<file path="src/hdl/rsld_pkg.sv">
// Shared constants and types for the reset strap latch and decoder.
package rsld_pkg;

    // Number of downstream ports covered by the disable straps.
    localparam int RSLD_NUM_PORTS = 6;

    // Reference clock period and the strap settle time after reset release.
    localparam int RSLD_CLK_PERIOD_NS = 20;
    localparam int RSLD_SETTLE_NS = 100;
    // Least time, so the cycle count rounds up.
    localparam int RSLD_SETTLE_CYC_INT = (RSLD_SETTLE_NS + RSLD_CLK_PERIOD_NS - 1)
        / RSLD_CLK_PERIOD_NS;
    localparam logic [2:0] RSLD_SETTLE_CYCLES = 3'(RSLD_SETTLE_CYC_INT);
    localparam logic [2:0] RSLD_CNT_RESET = 3'h0;

    // Sensed resistor strength of the mode strap.
    localparam logic [1:0] RSLD_STRENGTH_WEAK = 2'h0;
    localparam logic [1:0] RSLD_STRENGTH_MEDIUM = 2'h1;
    localparam logic [1:0] RSLD_STRENGTH_STRONG = 2'h2;

    // Decoded mode codes, one per resistor setting, plus RSLD_MODE_NONE for no setting.
    localparam logic [2:0] RSLD_BRIDGE_MASTER_SETTING = 3'h0;
    localparam logic [2:0] RSLD_CONFIG_SLAVE_SETTING = 3'h1;
    localparam logic [2:0] RSLD_RESERVED_SETTING_A = 3'h2;
    localparam logic [2:0] RSLD_RESERVED_SETTING_B = 3'h3;
    localparam logic [2:0] RSLD_RESERVED_SETTING_C = 3'h4;
    localparam logic [2:0] RSLD_RESERVED_SETTING_D = 3'h5;
    localparam logic [2:0] RSLD_MODE_NONE = 3'h7;

    // Reset values of the captured outputs and the sequencing status flags.
    localparam logic RSLD_FLAG_RESET = 1'h0;
    localparam logic RSLD_STANDBY_RESET = 1'h1;

    // Sensed mode strap: pull direction and resistor strength.
    typedef struct packed {
        logic pull_up;
        logic [1:0] strength;
    } rsld_mode_sense_t;

    // Per-port D+ and D- disable straps, ports 6 down to 1.
    typedef struct packed {
        logic [6:1] port_dplus_disable_strap;
        logic [6:1] port_dminus_disable_strap;
    } rsld_port_straps_t;

    // Strap sequencing states, Gray coded along the path.
    typedef enum logic [1:0] {
        RSLD_ST_SETTLE = 2'h0,
        RSLD_ST_CAPTURE = 2'h1,
        RSLD_ST_RUN = 2'h3
    } rsld_state_t;

endpackage : rsld_pkg

</file>
<file path="src/hdl/rsld_port_cell.sv">
// Capture and disable decode for the straps of one downstream port.
`timescale 1ns/1ns
module rsld_port_cell
    import rsld_pkg::*;
(
    // Clock and reset.
    input wire logic clk,
    input wire logic rst_n,
    // Capture strobe and the raw strap levels.
    input wire logic capture,
    input wire logic dplus_strap,
    input wire logic dminus_strap,
    // Captured values and decoded disables.
    output logic dplus_reg,
    output logic dminus_reg,
    output logic hs_disable_reg,
    output logic ss_disable_reg
);

    logic dplus_next;
    logic dminus_next;
    logic hs_disable_next;
    logic ss_disable_next;

    // The straps are only looked at on the capture strobe; otherwise they hold.
    always_comb
    begin
        dplus_next = dplus_reg;
        dminus_next = dminus_reg;
        hs_disable_next = hs_disable_reg;
        ss_disable_next = ss_disable_reg;
        if (capture)
        begin
            dplus_next = dplus_strap;
            dminus_next = dminus_strap;
            // One high strap alone leaves the port running.
            hs_disable_next = dplus_strap & dminus_strap;
            ss_disable_next = dplus_strap & dminus_strap;
        end
    end

    // Registers return to enabled while reset is held.
    always_ff @(posedge clk or negedge rst_n)
    begin
        if (!rst_n)
        begin
            dplus_reg <= RSLD_FLAG_RESET;
            dminus_reg <= RSLD_FLAG_RESET;
            hs_disable_reg <= RSLD_FLAG_RESET;
            ss_disable_reg <= RSLD_FLAG_RESET;
        end
        else
        begin
            dplus_reg <= dplus_next;
            dminus_reg <= dminus_next;
            hs_disable_reg <= hs_disable_next;
            ss_disable_reg <= ss_disable_next;
        end
    end

endmodule : rsld_port_cell

</file>
<file path="src/hdl/rsld_top.sv">
// Reset strap latch: captures configuration straps at reset release and decodes them.
`timescale 1ns/1ns
module rsld_top
    import rsld_pkg::*;
(
    // Clock and resets.
    input wire logic REF_CLK,
    input wire logic NRST,
    input wire logic POR_N,
    // Strap levels seen on the shared pins.
    input wire rsld_mode_sense_t MODE_SENSE,
    input wire rsld_port_straps_t PORT_STRAPS,
    // Decoded mode.
    output logic [2:0] MODE_CODE,
    output logic BRIDGE_MASTER,
    output logic CONFIG_SLAVE,
    output logic MODE_RESERVED,
    // Sequencing status.
    output logic STANDBY,
    output logic STRAP_PINS_RELEASED,
    // Captured port straps and decoded port disables.
    output rsld_port_straps_t PORT_STRAPS_CAPTURED,
    output logic [6:1] HS_PORT_DISABLE,
    output logic [6:1] SS_PORT_DISABLE
);

    // Either reset source holds the whole block at defaults. There is no
    // synchroniser on the release, so both resets must lift clear of a clock
    // edge or the registers could leave reset on different edges.
    logic rst_n;
    assign rst_n = NRST & POR_N;

    // Sequencer state and settle counter.
    rsld_state_t state_reg;
    rsld_state_t state_next;
    logic [2:0] cnt_reg;
    logic [2:0] cnt_next;

    // Captured mode decode.
    logic [2:0] mode_code_reg;
    logic [2:0] mode_code_next;
    logic bridge_reg;
    logic bridge_next;
    logic slave_reg;
    logic slave_next;
    logic reserved_reg;
    logic reserved_next;

    // Sequencing status flags.
    logic standby_reg;
    logic standby_next;
    logic released_reg;
    logic released_next;

    // Capture strobe and the mode code the pins show right now.
    logic capture;
    logic [2:0] sensed_code;

    // Capture happens on exactly one edge after each reset release. Every
    // register that keeps a strap value loads on this strobe and no other.
    assign capture = (state_reg == RSLD_ST_CAPTURE);

    // Map pull direction and strength to the six-setting code.
    always_comb
    begin
        case (MODE_SENSE.strength)
            // Weak resistors pick the two working roles of the two-wire port.
            RSLD_STRENGTH_WEAK:
                sensed_code = MODE_SENSE.pull_up ? RSLD_CONFIG_SLAVE_SETTING
                                                 : RSLD_BRIDGE_MASTER_SETTING;
            // Medium and strong resistors only reach reserved settings.
            RSLD_STRENGTH_MEDIUM:
                sensed_code = MODE_SENSE.pull_up ? RSLD_RESERVED_SETTING_B
                                                 : RSLD_RESERVED_SETTING_A;
            RSLD_STRENGTH_STRONG:
                sensed_code = MODE_SENSE.pull_up ? RSLD_RESERVED_SETTING_D
                                                 : RSLD_RESERVED_SETTING_C;
            // An invalid strength has no setting and is flagged as reserved.
            default:
                sensed_code = RSLD_MODE_NONE;
        endcase
    end

    // Sequencer: wait for straps to settle, capture once, then run.
    always_comb
    begin
        state_next = state_reg;
        cnt_next = cnt_reg;
        standby_next = RSLD_FLAG_RESET;
        released_next = released_reg;
        case (state_reg)
            RSLD_ST_SETTLE:
            begin
                // The wait gives slow strap resistors time after reset lifts.
                if (cnt_reg >= RSLD_SETTLE_CYCLES - 3'h1)
                begin
                    state_next = RSLD_ST_CAPTURE;
                end
                else
                begin
                    cnt_next = cnt_reg + 3'h1;
                end
            end
            RSLD_ST_CAPTURE:
            begin
                // Straps are latched on this edge; the pins go back to normal use.
                state_next = RSLD_ST_RUN;
                released_next = 1'h1;
            end
            RSLD_ST_RUN:
            begin
                // Nothing is sampled again until the next reset release.
                state_next = RSLD_ST_RUN;
            end
            default:
            begin
                // An unused state code restarts the settle wait.
                state_next = RSLD_ST_SETTLE;
                cnt_next = RSLD_CNT_RESET;
            end
        endcase
    end

    // Mode decode is loaded only on the capture edge and then frozen.
    always_comb
    begin
        mode_code_next = mode_code_reg;
        bridge_next = bridge_reg;
        slave_next = slave_reg;
        reserved_next = reserved_reg;
        // Outside the capture edge the decode holds, so later pin traffic cannot leak in.
        if (capture)
        begin
            mode_code_next = sensed_code;
            bridge_next = (sensed_code == RSLD_BRIDGE_MASTER_SETTING);
            slave_next = (sensed_code == RSLD_CONFIG_SLAVE_SETTING);
            // Reserved settings select neither role of the two-wire port.
            reserved_next = (sensed_code != RSLD_BRIDGE_MASTER_SETTING)
                && (sensed_code != RSLD_CONFIG_SLAVE_SETTING);
        end
    end

    // Sequencer registers fall back to standby defaults while either reset is low.
    always_ff @(posedge REF_CLK or negedge rst_n)
    begin
        if (!rst_n)
        begin
            state_reg <= RSLD_ST_SETTLE;
            cnt_reg <= RSLD_CNT_RESET;
            standby_reg <= RSLD_STANDBY_RESET;
            released_reg <= RSLD_FLAG_RESET;
        end
        else
        begin
            state_reg <= state_next;
            cnt_reg <= cnt_next;
            standby_reg <= standby_next;
            released_reg <= released_next;
        end
    end

    // Mode registers forget the last capture while either reset is low.
    always_ff @(posedge REF_CLK or negedge rst_n)
    begin
        if (!rst_n)
        begin
            mode_code_reg <= RSLD_MODE_NONE;
            bridge_reg <= RSLD_FLAG_RESET;
            slave_reg <= RSLD_FLAG_RESET;
            reserved_reg <= RSLD_FLAG_RESET;
        end
        else
        begin
            mode_code_reg <= mode_code_next;
            bridge_reg <= bridge_next;
            slave_reg <= slave_next;
            reserved_reg <= reserved_next;
        end
    end

    // One cell per downstream port, ports numbered 6 down to 1.
    // All cells share one capture strobe, so every port latches on the same edge.
    generate
        for (genvar p = 1; p <= RSLD_NUM_PORTS; p++)
        begin : g_port
            rsld_port_cell u_cell (
                .clk(REF_CLK),
                .rst_n(rst_n),
                .capture(capture),
                .dplus_strap(PORT_STRAPS.port_dplus_disable_strap[p]),
                .dminus_strap(PORT_STRAPS.port_dminus_disable_strap[p]),
                .dplus_reg(PORT_STRAPS_CAPTURED.port_dplus_disable_strap[p]),
                .dminus_reg(PORT_STRAPS_CAPTURED.port_dminus_disable_strap[p]),
                .hs_disable_reg(HS_PORT_DISABLE[p]),
                .ss_disable_reg(SS_PORT_DISABLE[p])
            );
        end
    endgenerate

    // Outputs come straight from registers.
    assign MODE_CODE = mode_code_reg;
    assign BRIDGE_MASTER = bridge_reg;
    assign CONFIG_SLAVE = slave_reg;
    assign MODE_RESERVED = reserved_reg;

    // Status flags are registers of the sequencer.
    assign STANDBY = standby_reg;
    assign STRAP_PINS_RELEASED = released_reg;

endmodule : rsld_top

</file>
<file path="config.mk">
export PLATFORM = sky130hd
export DESIGN_NAME = rsld_top
export DESIGN_NICKNAME = d
export VERILOG_FILES = /design/src/hdl/rsld_pkg.sv /design/src/hdl/rsld_port_cell.sv /design/src/hdl/rsld_top.sv
export SDC_FILE = /design/constraint.sdc
export NUM_CORES = 1
export LEC_CHECK = 0
export ABC_AREA = 1
export BUFFER_PORTS_ARGS = -buffer_cell sky130_fd_sc_hd__buf_2
export CAP_MARGIN = 40
export CORE_MARGIN = 8
export CORE_UTILIZATION = 30
export DETAILED_ROUTE_END_ITERATION = 12
export PLACE_DENSITY = 0.56
export SYNTH_ARGS = -nofsm -noshare
export SYNTH_HDL_FRONTEND = slang
export SYNTH_SLANG_ARGS = --single-unit
</file>
<file path="constraint.sdc">
create_clock -name REF_CLK -period 1.3 [get_ports REF_CLK]
set_clock_uncertainty 0.15 [all_clocks]
set_input_delay 0.26 -clock REF_CLK [delete_from_list [all_inputs] [get_ports REF_CLK]]
set_output_delay 0.26 -clock REF_CLK [all_outputs]
set_load 0.02 [all_outputs]
</file>
==> flow_summary.toml <==
[run_status]
status = "finished with violations"
failed_checks = "setup timing"

[synth]
synth_nets = 175
synth.distinct_cells = 17
ys_warn_count = 0
yosysSeqAreaShare_pct = 55.7
syn_inst = 156
avgSynthCellArea_um2 = 8.98
synth_area_um2 = 1400
ys_ff_latch = 31

[routing]
remaining_drc_errors = 0
first_iter_violations = 39
ant_nets = 0
via_per_inst = 4.22
num_vias = 1035
drt_wl_total_mm = 2.93
wl_met2_mm = 1.31
top_layer_used = "met4"
wl_per_cell_um = 11.9
wl_met1_mm = 1.25
firstDrtPassIters = 4
wl_met3_um = 323

[critical_path]
timing.rr.start = "state_reg[0]"
slowest_stage = "dfstp_2"
critPathLaunchType = "register"
critPathRequiredTime_ps = 890
cp.arrival_ps = 950
critPathCaptureType = "primary output"
crit_chain = "buf_6"
cpPeakStageDelay_ps = 550
critical_path_buf_inv_count = 1
setup.worst_path.start = "MODE_CODE[0]"
critical_path_class = "register to primary output"
worst_path_dominant_cell_family = "flip-flops"
r2r_setup_slack_ps = 130
worstPathMaxFanout = 2

[global_route]
grt_pass1_vias = 1062
gr-total-overflow = 0
antenna_found_initial = 0
grt_pass1_wl_mm = 5.06
grt_max_degree = 31
gr-usage-all-layers_pct = 8.90

[clocking]
cts_buffer_depth = 2
ctsHtreeMaxLevel = 2
insertion_delay_ps = 270
cts_tree = "yes"
numCtsBuffers = 5
clock-sinks = 31
cts-root-buf = "clkbuf_8"
clk_pin_slew_worst_paths_ps = 60
postCtsSetupBuffers = 0

[final_layout]
n_antenna_cell = 0
finalNonFillerCells = 245
area_delta_synth_final_pct = 22.2
layout.nets = 209
layout-drive-gt1-share_pct = 37.2
post-route-util_pct = 37.3

[power_and_ir_drop]
switching_share_pct = 24.0
cellLeakagePower_uw = 0.000951
internal-power_uw = 1580
power_density_nw_per_um2 = 1220
p_seq_share_pct = 49.6
power.share.clock_pct = 39.5
combPwrFrac_pct = 11.0
switching_power_uw = 500
ir_drop_mv = 0.535

[die]
num_rows = 25
die_h_um = 84.3
ios = 50
die_w_um = 84.3
coreArea_um2 = 4600
die_area_um2 = 7110
initial_core_util_pct = 30.5

[placement]
place.gp.congestion = 0.718
portBuffers = 49
dp_cells = 235
hpwlAfterDp_mm = 2.25
pre_cts_slack_ps = 65.1

[worst_hold_path]
hp-class = "input pin to register"
min_from = "PORT_STRAPS[1]"

[sta]
finalHoldViolations = 0
period_share_pct = 104
setup_ws_ps = -55.5
period_minus_slack_ps = 1360
grt_setup_unrepaired = "true"
slew_viol_final = 0
max_freq_mhz = 738
setup_violations = 4

[flow_run]
drv_cap = 0
==> power by group through the flow <==
stage | clock network, uW | registers (uW) | logic [uW]
6_report | 821 | 1030 | 228
3_5_place_dp | 0 | 1050 | 222
4_1_cts | 853 | 1030 | 235
3_3_place_gp | 0 | 1050 | 220
2_1_floorplan | 0 | 1060 | 158
5_1_grt | 903 | 1040 | 254
==> cells in the final DEF (no fill, tap or decap), drive strengths merged <==
cell type	netlist	layout
nor2	3	3
conb	1	1
dfrtp	27	27
inv	7	7
nand4	1	1
clkbuf	1	8
nand3	6	6
o21ai	9	9
dlygate4sd3	0	2
buf	28	54
or2	1	1
ha	1	1
nand3b	1	1
nand2	66	66
dfstp	4	4
==> kinds of logic (layout without fill, tap and decap cells) <==
kind of cell	after synthesis	count (layout)	share of synthesized area [%]
AND/OR/NAND/NOR	78	78	22.8
buffers and inverters	36	71	17.1
flip-flops	31	31	55.7
AO/OA/AOI/OAI	9	9	3.21
adder cells (fa/ha/maj)	1	1	0.893
other	1	1	0.268
==> stage by stage <==
step	instance area (um^2)	hold slack, ps	power [uW]	setup TNS, ps
after floorplan	1400	207	1220	0
after detailed placement	1560	191	1270	0
after CTS	1710	31.6	2120	-208
final	1710	37.8	2080	-145
after global routing	1710	24.9	2190	-283
after global placement	1560	192	1270	0
==> worst paths after layout <==
check / end / cells after the start
worst max-delay path: MODE_CODE[0] / 1
worst min-delay path: g_port[2].u_cell.dminus_reg / 3
worst max register to register: g_port[4].u_cell.dplus_reg / 5
worst min register to register: state_reg[1] / 0
max in group asynchronous: MODE_CODE[2] / 5
min in group asynchronous: STANDBY / 4
==> metal layers <==
layer / up-vias / GRT usage [%]
met5: - / 0
met3: 5 / 5.81
met1: 480 / 10.0
li1: 519 / -
met4: 0 / 4.17
met2: 31 / 12.7
==> repair_timing <==
| item | in CTS | in global routing |
|---|---|---|
| hold buffers | 2 | 0 |
| setup endpoints to repair | 4 | 13 |
| endpoints found under the hold margin | 28 | 0 |
| resized for setup | 8 | 2 |
==> Yosys cell counts <==
cell / count / area, um^2
or2_2: 1 / 6.26
nand2_1: 65 / 244
nand4_1: 1 / 6.26
o21ai_1: 9 / 45.0
ha_1: 1 / 12.5
nand2_2: 1 / 6.26
nor2_4: 1 / 11.3
inv_1: 5 / 18.8
clkbuf_1: 1 / 3.75
dfstp_2: 4 / 105
inv_2: 2 / 7.51
nor2_1: 2 / 7.51
buf_4: 28 / 210
conb_1: 1 / 3.75
nand3_1: 6 / 30.0
dfrtp_1: 27 / 676
nand3b_1: 1 / 7.51
==> area by class of cell <==
class | instances | area [um^2]
fill | 492 | 2890
sequential | 31 | 782
multi-input combinational | 89 | 380
timing repair buffer | 56 | 357
clock buffer | 8 | 100
tap | 54 | 67.6
inverter | 7 | 26.3
Power figures use the tool's default switching activity.
